## src/hw/sdsw_pkg.sv

```systemverilog
package sdsw_pkg;

  // ----------------------------------------------------------------
  // Clock and time units
  // ----------------------------------------------------------------
  localparam int CLK_PERIOD_NS = 10;
  localparam int US_NS         = 1000;
  localparam int CYC_PER_US    = US_NS / CLK_PERIOD_NS;
  localparam int GUARD_MIN     = 2;
  localparam int GUARD_US      = GUARD_MIN * 60 * 1000000;
  localparam int SHDN_S        = 5;
  localparam int SHDN_US       = SHDN_S * 1000000;
  localparam int LISTEN_MS     = 10;
  localparam int LISTEN_US     = LISTEN_MS * 1000;
  localparam int GSM_FRAME_US  = 4615;
  localparam int GSM_FRAMES    = 51;
  localparam int WCDMA_FRAME_MS = 10;
  localparam int LTE_UNIT_MS   = 10;

  // ----------------------------------------------------------------
  // Register map
  // ----------------------------------------------------------------
  localparam logic [7:0] ADDR_CTRL   = 8'h00;
  localparam logic [7:0] ADDR_RAT    = 8'h04;
  localparam logic [7:0] ADDR_STATUS = 8'h08;
  localparam logic [7:0] ADDR_ISTAT  = 8'h0C;
  localparam logic [7:0] ADDR_IMASK  = 8'h10;
  localparam logic [7:0] ADDR_TBASE  = 8'h14;
  localparam logic [7:0] ADDR_ALERT  = 8'h18;

  // Control register bits
  localparam int CTRL_SLEEP_CFG  = 0;
  localparam int CTRL_EXPECT_RDY = 1;
  localparam int CTRL_ALERT_PRES = 2;
  localparam int CTRL_SHDN_EN    = 3;
  localparam int CTRL_HOST_RDY   = 4;
  localparam logic [4:0] CTRL_RST = 5'h0A;

  // Access type register fields
  localparam int RAT_DRX_LSB = 0;
  localparam int RAT_SEL_LSB = 16;
  localparam logic [8:0] DRX_RST = 9'h002;

  // Interrupt status bits
  localparam int IRQ_ALERT   = 0;
  localparam int IRQ_SHDN    = 1;
  localparam int IRQ_WAKE    = 2;
  localparam int IRQ_LISTEN  = 3;
  localparam int IRQ_DISCARD = 4;
  localparam logic [4:0] IMASK_RST = 5'h00;

  typedef enum logic [1:0] {RAT_GSM, RAT_WCDMA, RAT_LTE} sdsw_rat_e;
  typedef enum logic [1:0] {SD_RUN, SD_WAIT, SD_OFF} sdsw_sd_e;
  typedef enum logic [1:0] {SL_AWAKE, SL_PAUSE, SL_LISTEN} sdsw_sl_e;

  // Sleep interval in microseconds for the current access type
  function automatic logic [31:0] sdsw_interval_us(input logic [1:0] rat,
                                                   input logic [8:0] drx);
    case (rat)
      RAT_GSM:   sdsw_interval_us = 32'(GSM_FRAME_US * GSM_FRAMES * int'(drx));
      RAT_WCDMA: sdsw_interval_us = 32'(WCDMA_FRAME_MS * 1000) << drx[3:0];
      default:   sdsw_interval_us = 32'(LTE_UNIT_MS * 1000 * int'(drx));
    endcase
  endfunction : sdsw_interval_us

  // Reception parameter range check per access type
  function automatic logic sdsw_drx_valid(input logic [1:0] rat,
                                          input logic [8:0] drx);
    case (rat)
      RAT_GSM:   sdsw_drx_valid = (drx >= 9'h002) && (drx <= 9'h009);
      RAT_WCDMA: sdsw_drx_valid = (drx >= 9'h006) && (drx <= 9'h009);
      RAT_LTE:   sdsw_drx_valid = (drx == 9'h020) || (drx == 9'h040) ||
                                  (drx == 9'h080) || (drx == 9'h100);
      default:   sdsw_drx_valid = 1'b0;
    endcase
  endfunction : sdsw_drx_valid

endpackage : sdsw_pkg

```

## src/hw/sdsw_ctrl.sv

```systemverilog
// Summary of operation
// - Critical-temperature shutdown held off while an emergency call is in progress.
// - Thermal shutdown held off during a two-minute guard window from power-up.
// - A call started within the guard window extends the deferral until it ends.
// - On guard expiry a pending shutdown is carried out, ending other activity.
// - While deferred, temperature is still sampled and alerts issued; shutdown disabled.
// - Deferral end with temperature still critical powers off at once, no new alert.
// - Second-generation interval is 4.615 ms times 51 times parameter 2..9.
// - Third-generation interval is two to the parameter times 10 ms, 6..9.
// - Fourth-generation interval is cycle value 32/64/128/256 times 10 ms.
// - Each paging cycle is a pause spent asleep then a fixed listening slot.
// - Sleep only when both serial ports idle and sleep configuration applied.
// - With expect-host-ready, sleep only when no USB transmit data pending.
// - With expect-host-ready, USB data before host readiness is discarded; default on.
// - Host falling edge on wake request ends sleep almost immediately.
// - After wake request, ready indication shows device awake and command-ready.
// - Critical alert level two leads to shutdown five seconds later unless cleared.
// - Alert levels one, minus one and zero reported as the temperature moves.
`timescale 1ns/100ps
module sdsw_ctrl
  import sdsw_pkg::*;
#(
  parameter int unsigned P_GUARD_US = GUARD_US,
  parameter int unsigned P_SHDN_US  = SHDN_US
) (
  // Clock and reset
  input  wire logic        i_core_clk,
  input  wire logic        i_rstn,
  // Register port
  input  wire logic [7:0]  i_addr,
  input  wire logic [31:0] i_wdata,
  input  wire logic        i_wr,
  input  wire logic        i_rd,
  output logic      [31:0] o_rdata,
  // Thermal and call status
  input  wire logic [2:0]  i_temp_level,
  input  wire logic        i_emerg_call,
  // Port activity
  input  wire logic        i_primary_serial_port_idle,
  input  wire logic        i_secondary_serial_port_idle,
  input  wire logic [3:0]  i_usb_tx_pending,
  input  wire logic [3:0]  i_usb_data_arrive,
  // Host handshake
  input  wire logic        i_host_wake_request_n,
  output logic             o_module_ready_ind_n,
  // Power and alert outputs
  output logic             o_shutdown,
  output logic             o_sleep,
  output logic             o_listen,
  output logic             o_board_temp_alert,
  output logic      [2:0]  o_board_temp_alert_level,
  output logic      [3:0]  o_usb_discard,
  output logic             o_irq
);

  // ----------------------------------------------------------------
  // State
  // ----------------------------------------------------------------
  typedef struct packed {
    logic [6:0]  us_pre;
    logic [31:0] us_cnt;
    logic        guard_done;
    logic [4:0]  ctrl;
    logic [1:0]  rat;
    logic [8:0]  drx;
    logic [4:0]  mask;
    logic [4:0]  stat;
    sdsw_sd_e    sd;
    logic [31:0] sd_cnt;
    logic        pending;
    sdsw_sl_e    slp;
    logic [31:0] slp_cnt;
    logic        wake_q;
    logic [2:0]  lvl_q;
    logic        alert_v;
    logic [2:0]  alert_lvl;
    logic        shut;
    logic        ready_n;
    logic        sleep_o;
    logic        listen_o;
    logic [3:0]  discard;
    logic        irq;
    logic [31:0] rdata;
  } sdsw_state_s;

  sdsw_state_s st_r;
  sdsw_state_s st_nxt;

  logic        us_tick;
  logic        guard_active;
  logic        deferred;
  logic        crit;
  logic        shdn_en;
  logic        expect_rdy;
  logic        sleep_ok;
  logic        wake_fall;
  logic [31:0] interval_us;
  logic [4:0]  events;
  logic [31:0] status_word;

  // ----------------------------------------------------------------
  // Derived conditions
  // ----------------------------------------------------------------
  // A call alone keeps the hold-off alive, so a call begun in the window extends it
  assign us_tick      = (st_r.us_pre == 7'(CYC_PER_US - 1));
  assign guard_active = !st_r.guard_done;
  assign deferred     = guard_active || i_emerg_call;
  assign crit         = (i_temp_level == 3'h2) || (i_temp_level == 3'h6);
  assign shdn_en      = st_r.ctrl[CTRL_SHDN_EN];
  assign expect_rdy   = st_r.ctrl[CTRL_EXPECT_RDY];
  assign wake_fall    = st_r.wake_q && !i_host_wake_request_n;
  assign interval_us  = sdsw_interval_us(st_r.rat, st_r.drx);
  // Sleep needs idle serial ports, applied config, and no USB data if gated
  assign sleep_ok     = st_r.ctrl[CTRL_SLEEP_CFG]
                        && i_primary_serial_port_idle
                        && i_secondary_serial_port_idle
                        && !(expect_rdy && (|i_usb_tx_pending))
                        && i_host_wake_request_n
                        && (st_r.sd != SD_OFF);
  assign status_word  = {21'h0, i_temp_level, st_r.slp, st_r.sd,
                         1'b0, st_r.pending, guard_active, deferred};

  // ----------------------------------------------------------------
  // Next-state logic
  // ----------------------------------------------------------------
  always_comb begin
    st_nxt = st_r;
    events = 5'h00;

    // Free-running time base, cleared only by reset
    st_nxt.us_pre = us_tick ? 7'h00 : st_r.us_pre + 7'h01;
    if (us_tick) begin
      st_nxt.us_cnt = st_r.us_cnt + 32'h1;
    end
    if (st_r.us_cnt >= P_GUARD_US) begin
      st_nxt.guard_done = 1'b1;
    end

    // Temperature alerts keep flowing even while shutdown is held off
    st_nxt.lvl_q   = i_temp_level;
    st_nxt.alert_v = 1'b0;
    if ((i_temp_level != st_r.lvl_q) &&
        (crit || st_r.ctrl[CTRL_ALERT_PRES] || guard_active)) begin
      st_nxt.alert_v   = 1'b1;
      st_nxt.alert_lvl = i_temp_level;
      events[IRQ_ALERT] = 1'b1;
    end

    // Thermal shutdown sequencer
    case (st_r.sd)
      SD_RUN: begin
        if (crit && shdn_en) begin
          if (deferred) begin
            st_nxt.pending = 1'b1;
          end else if (st_r.pending) begin
            st_nxt.sd = SD_OFF;
          end else begin
            st_nxt.sd     = SD_WAIT;
            st_nxt.sd_cnt = 32'(P_SHDN_US - 1);
          end
        end else begin
          st_nxt.pending = 1'b0;
        end
      end
      SD_WAIT: begin
        if (!crit || !shdn_en) begin
          st_nxt.sd = SD_RUN;
        end else if (deferred) begin
          st_nxt.sd      = SD_RUN;
          st_nxt.pending = 1'b1;
        end else if (us_tick) begin
          if (st_r.sd_cnt == 32'h0) begin
            st_nxt.sd = SD_OFF;
          end else begin
            st_nxt.sd_cnt = st_r.sd_cnt - 32'h1;
          end
        end
      end
      SD_OFF: begin
        st_nxt.sd = SD_OFF;
      end
      default: begin
        st_nxt.sd = SD_RUN;
      end
    endcase
    if ((st_nxt.sd == SD_OFF) && (st_r.sd != SD_OFF)) begin
      events[IRQ_SHDN] = 1'b1;
    end
    st_nxt.shut = (st_nxt.sd == SD_OFF);

    // Sleep and paging sequencer
    st_nxt.wake_q = i_host_wake_request_n;
    case (st_r.slp)
      SL_AWAKE: begin
        if (sleep_ok) begin
          st_nxt.slp     = SL_PAUSE;
          st_nxt.slp_cnt = interval_us - 32'(LISTEN_US) - 32'h1;
        end
      end
      SL_PAUSE: begin
        if (wake_fall || !sleep_ok) begin
          st_nxt.slp = SL_AWAKE;
        end else if (us_tick) begin
          if (st_r.slp_cnt == 32'h0) begin
            st_nxt.slp     = SL_LISTEN;
            st_nxt.slp_cnt = 32'(LISTEN_US - 1);
            events[IRQ_LISTEN] = 1'b1;
          end else begin
            st_nxt.slp_cnt = st_r.slp_cnt - 32'h1;
          end
        end
      end
      SL_LISTEN: begin
        if (wake_fall || !sleep_ok) begin
          st_nxt.slp = SL_AWAKE;
        end else if (us_tick) begin
          if (st_r.slp_cnt == 32'h0) begin
            st_nxt.slp     = SL_PAUSE;
            st_nxt.slp_cnt = interval_us - 32'(LISTEN_US) - 32'h1;
          end else begin
            st_nxt.slp_cnt = st_r.slp_cnt - 32'h1;
          end
        end
      end
      default: begin
        st_nxt.slp = SL_AWAKE;
      end
    endcase
    if (wake_fall && (st_r.slp != SL_AWAKE)) begin
      events[IRQ_WAKE] = 1'b1;
    end
    // Ready only while awake and powered; low means ready
    st_nxt.ready_n = !((st_nxt.slp == SL_AWAKE) && (st_nxt.sd != SD_OFF));
    // Sleep and listen flags kept in flops so the pins never see decode glitches
    st_nxt.sleep_o  = (st_nxt.slp == SL_PAUSE);
    st_nxt.listen_o = (st_nxt.slp == SL_LISTEN);

    // USB data arriving before the host is ready is dropped
    st_nxt.discard = (expect_rdy && !st_r.ctrl[CTRL_HOST_RDY]) ?
                     i_usb_data_arrive : 4'h0;
    events[IRQ_DISCARD] = |st_nxt.discard;

    // Register writes; invalid reception parameters are ignored
    if (i_wr) begin
      case (i_addr)
        ADDR_CTRL:  st_nxt.ctrl = i_wdata[4:0];
        ADDR_IMASK: st_nxt.mask = i_wdata[4:0];
        ADDR_RAT: begin
          if (sdsw_drx_valid(i_wdata[RAT_SEL_LSB +: 2], i_wdata[RAT_DRX_LSB +: 9])) begin
            st_nxt.rat = i_wdata[RAT_SEL_LSB +: 2];
            st_nxt.drx = i_wdata[RAT_DRX_LSB +: 9];
          end
        end
        default: begin
        end
      endcase
    end

    // Reads; interrupt status read clears, but a same-cycle event still lands
    st_nxt.rdata = 32'h0;
    if (i_rd) begin
      case (i_addr)
        ADDR_CTRL:   st_nxt.rdata = {27'h0, st_r.ctrl};
        ADDR_RAT:    st_nxt.rdata = {14'h0, st_r.rat, 7'h0, st_r.drx};
        ADDR_STATUS: st_nxt.rdata = status_word;
        ADDR_ISTAT:  st_nxt.rdata = {27'h0, st_r.stat};
        ADDR_IMASK:  st_nxt.rdata = {27'h0, st_r.mask};
        ADDR_TBASE:  st_nxt.rdata = st_r.us_cnt;
        ADDR_ALERT:  st_nxt.rdata = {29'h0, st_r.alert_lvl};
        default:     st_nxt.rdata = 32'h0;
      endcase
    end
    st_nxt.stat = ((i_rd && (i_addr == ADDR_ISTAT)) ? 5'h00 : st_r.stat) | events;
    st_nxt.irq  = |(st_nxt.stat & st_nxt.mask);
  end

  // ----------------------------------------------------------------
  // State register
  // ----------------------------------------------------------------
  always_ff @(posedge i_core_clk) begin
    if (!i_rstn) begin
      st_r           <= '0;
      st_r.ctrl      <= CTRL_RST;
      st_r.drx       <= DRX_RST;
      st_r.mask      <= IMASK_RST;
      st_r.sd        <= SD_RUN;
      st_r.slp       <= SL_AWAKE;
      st_r.wake_q    <= 1'b1;
      st_r.ready_n   <= 1'b0;
    end else begin
      st_r <= st_nxt;
    end
  end

  // Outputs straight from the state register
  assign o_rdata                  = st_r.rdata;
  assign o_module_ready_ind_n     = st_r.ready_n;
  assign o_shutdown               = st_r.shut;
  assign o_sleep                  = st_r.sleep_o;
  assign o_listen                 = st_r.listen_o;
  assign o_board_temp_alert       = st_r.alert_v;
  assign o_board_temp_alert_level = st_r.alert_lvl;
  assign o_usb_discard            = st_r.discard;
  assign o_irq                    = st_r.irq;
endmodule : sdsw_ctrl

```

## config.mk

```make
export PLATFORM = sky130hd
export DESIGN_NAME = sdsw_ctrl
export DESIGN_NICKNAME = d
export VERILOG_FILES = /design/src/hw/sdsw_pkg.sv /design/src/hw/sdsw_ctrl.sv
export SDC_FILE = /design/constraint.sdc
export NUM_CORES = 1
export LEC_CHECK = 0
export BUFFER_PORTS_ARGS = -buffer_cell sky130_fd_sc_hd__buf_2
export CORE_UTILIZATION = 58
export DETAILED_ROUTE_END_ITERATION = 8
export PLACE_DENSITY = 0.82
export SYNTH_ARGS = -nofsm -noshare
export SYNTH_HDL_FRONTEND = slang
export SYNTH_SLANG_ARGS = --single-unit
```

## constraint.sdc

```tcl
create_clock -name i_core_clk -period 12.5 [get_ports i_core_clk]
set_input_delay 1.25 -clock i_core_clk [delete_from_list [all_inputs] [get_ports i_core_clk]]
set_output_delay 1.25 -clock i_core_clk [all_outputs]
set_load 0.02 [all_outputs]
```

==> results by group <==
Setup path
  – Critical path arrival: 7.21 ns
  – CP cell instances: fa_1, fa_1, fa_1, inv_1, fa_1, inv_1, ha_1, nand2_1, nor2_1, o2111ai_2, a311oi_1, o21ai_0, a31o_1, or3_4, or3_4, or4b_4, a31oi_2
  – Max FO, Critical Path: 12
  – CP Launch Type: flip-flop
  – Most frequent CP cell: fa_1
  – Crit path kind: flip-flop to flip-flop
  – Required @ worst endpoint: 12.88 ns
  – Critical path startpoint: st_r[136]
  – Reg-to-Reg End: st_r[77]
  – Worst setup EP type: flip-flop
  – Reg2reg path depth: 17
  – Slowest CP cell: dfxtp_1
  – RR Startpoint: st_r[136]
  – Crit-path max cell delay: 0.82 ns
  – Flop2flop setup slack: 5.66 ns

Floorplan
  – Die Area: 25,300 um2
  – Initial core utilization: 59.1%
  – Row count: 57
  – # IOs: 104
  – Die width: 159 um
  – Die Ht: 159 um
  – Core outline area: 24,200 um2

Finish
  – Finished Layout Cells: 2,143
  – Reg area: 3680 um2
  – # nets final: 2,041
  – FILL cells: 2,052
  – Multi-input combinational cell area: 9490 um2
  – Fraction of layout cells with a size suffix above 1: 8.69%
  – Area Growth Syn to Fin: 6.34%
  – Antenna cells: 0

Outcome
  – Status: finished, violations left
  – Failing checks: design-rule violations

Yosys
  – Number of synthesized register bits: 184
  – Yosys top cell area share: 25.7%
  – Most frequent cells after synthesis: 207 x nor2_1, 184 x dfxtp_1, 159 x inv_1
  – Avg Inst Size Synth: 7.94 um2
  – Seq/Total Area, Yosys: 25.7%
  – Cell Area, Synth: 14,300 um2
  – Ys Warns: 0
  – Primary FF master, synth: dfxtp_1
  – Synth area leaders: dfxtp_1 26%, ha_1 10%, fa_1 8.4%
  – Cell taking the most area after synthesis: dfxtp_1
  – EDFF count, synth: 0
  – Cells after Synth: 1,804
  – Synth unique cells: 82
  – Post-synth ARST share: 0%
  – Mapped Nets: 2,038
  – Most common cell in the synthesized netlist: nor2_1

Clocking
  – CTS Sinks: 184
  – CTS tree: done
  – Longest Clk Path Bufs: 2
  – Setup bufs post-CTS: 0
  – CTS resizes: 0
  – Cts bufs inserted: 17
  – Hold_buf cts: 0
  – Clock Latency Late Sink: 0.44 ns
  – CTS H-tree depth: 4
  – Root buffer cell: clkbuf_16
  – Clk slew on worst S/H paths: 0.08 ns

Timing
  – Endpoints failing hold: 0
  – Fin crit share: 54.7%
  – RSZ-0062 raised after global routing: false
  – Pins Over Slew Limit: 0
  – Worst-Margin Slew: 1.11 ns
  – Hold Slack: 0.456 ns
  – Max-slew headroom: 25.7%
  – Finish-stage setup viols: 0
  – Post-route setup slack: 5.66 ns
  – Setup TNS: 0 ns
  – FMAX: 146 MHz
  – Worst Clk Skew: 0.0164 ns
  – Clock period minus worst slack: 6.84 ns

Global route
  – Largest net degree at the start of global routing: 64
  – Global-route wire length before repair: 63.0 mm
  – Vias in the first global route: 12,700
  – Initial antenna violation count: 0
  – Global-route congestion overflow total: 0
  – Global-route usage over all layers: 30.4%

Pwr
  – Worst VDD drop: 68.1 uV
  – Total power: 1.17 mW
  – Pwr dens: 76.7 nW/um2
  – Static Leak: 6.82 nW

Detailed routing
  – Post-Route WL: 38.2 mm
  – Via count: 13,200
  – WL per Instance: 17.8 um
  – Drt first-iter violations: 1,389
  – Final ANT Viol Nets: 0
  – Pre-antenna DRT Iters: 9
  – DRC: 5
  – Via/cell ratio: 6.15

Placed design
  – PortBufs: 82
  – Post-place setup slack: 5.80 ns
  – RD Place Congestion: 0.996
  – Placed Instances: 2,112
  – DP HPWL: 28.3 mm

Hold path
  – Worst hold path type: flip-flop to flip-flop
  – Hold-critical path depth: 1
  – Hold EP: st_r[177]
  – Critical hold path startpoint: st_r[177]

Flow run
  – Max-cap violations: 0
state kept, by name (all words and copies together), names as in the netlist:
signal,count
shdn_en,1
o_usb_discard,4
o_board_temp_alert,1
o_board_temp_alert_level,3
o_listen,1
st_r,137
o_sleep,1
expect_rdy,1
o_rdata,32
o_shutdown,1
o_irq,1
o_module_ready_ind_n,1
worst max-delay path by stage:
stage / endpoint / slack, ns / cells past startpoint
2_1_floorplan: st_r[77] / 6.45 / 20
3_3_place_gp: st_r[77] / 5.88 / 17
3_5_place_dp: st_r[77] / 5.80 / 17
4_1_cts: st_r[77] / 5.75 / 17
5_1_grt: st_r[76] / 5.43 / 19
6_report: st_r[77] / 5.66 / 17
layout by cell type (no fill, tap or decap), types with 11 or more instances in the layout:
master	n
and3_1	38
nor2_1	205
xnor2_1	41
clkbuf_16	17
xor2_1	43
nand2_1	128
a21oi_1	122
a22oi_1	12
nor2b_1	18
nand4_1	15
or3_1	23
ha_1	115
mux2i_1	23
fa_1	60
o21ai_0	119
inv_1	159
and2_1	19
buf_2	82
a21o_1	12
dfxtp_1	184
nand2b_1	17
nand3_1	60
a211oi_1	14
nor3_1	41
nor4_1	28
a31oi_1	18
o21a_1	12
or2_2	11
layer usage:
metal | GRT usage, % | wire, um | share of wire, % | vias up
li1 | - | - | - | 6298
met1 | 40.8 | 16500 | 43 | 6278
met2 | 50.6 | 18000 | 47 | 539
met3 | 4.14 | 2820 | 7.4 | 73
met4 | 9.57 | 827 | 2.2 | 0
met5 | 0 | 0 | 0 | -
power breakdown:
group / switching (mW) / internal, mW
clock: 0.271 / 0.267
sequential: 0.00222 / 0.589
combinational: 0.0265 / 0.0129
total: 0.299 / 0.869
metrics by stage:
step | cell area [um2] | utilization (%)
finish | 15200 | 62.9
global route | 15200 | 62.9
CTS | 15200 | 62.9
detailed placement | 14700 | 60.5
global placement | 14700 | 60.5
floorplan | 14300 | -
kinds of logic (layout without fill, tap and decap cells):
group,after synthesis,count (layout),share of synthesized area [%]
AND/OR/NAND/NOR,643,643,22.0
AO/OA/AOI/OAI,426,426,19.0
buffers and inverters,269,284,8.17
flip-flops,184,184,25.7
adder cells (fa/ha/maj),175,175,18.4
XOR/XNOR,84,84,5.13
multiplexers,23,23,1.61
final cells by class:
class                           count  share of cell area (%)
Clock buffer                       17                    2.79
Clock inverter                     14                   0.977
Inverter                          161                    3.97
Multi-Input combinational cell   1351                    62.3
Sequential cell                   184                    24.2
Tap cell                          324                    2.66
Timing Repair Buffer               92                    3.19
worst max-delay path, delay by kind of cell (launching register included):
| family | cells | cell delay [ns] |
|---|---|---|
| flip-flops | 1 | 0.82 |
| AND/OR/NAND/NOR | 5 | 1.79 |
| adder cells (fa/ha/maj) | 5 | 2.62 |
| AO/OA/AOI/OAI | 5 | 1.42 |
| buffers and inverters | 2 | 0.12 |
Note: power is estimated with default switching activity, not from simulation.
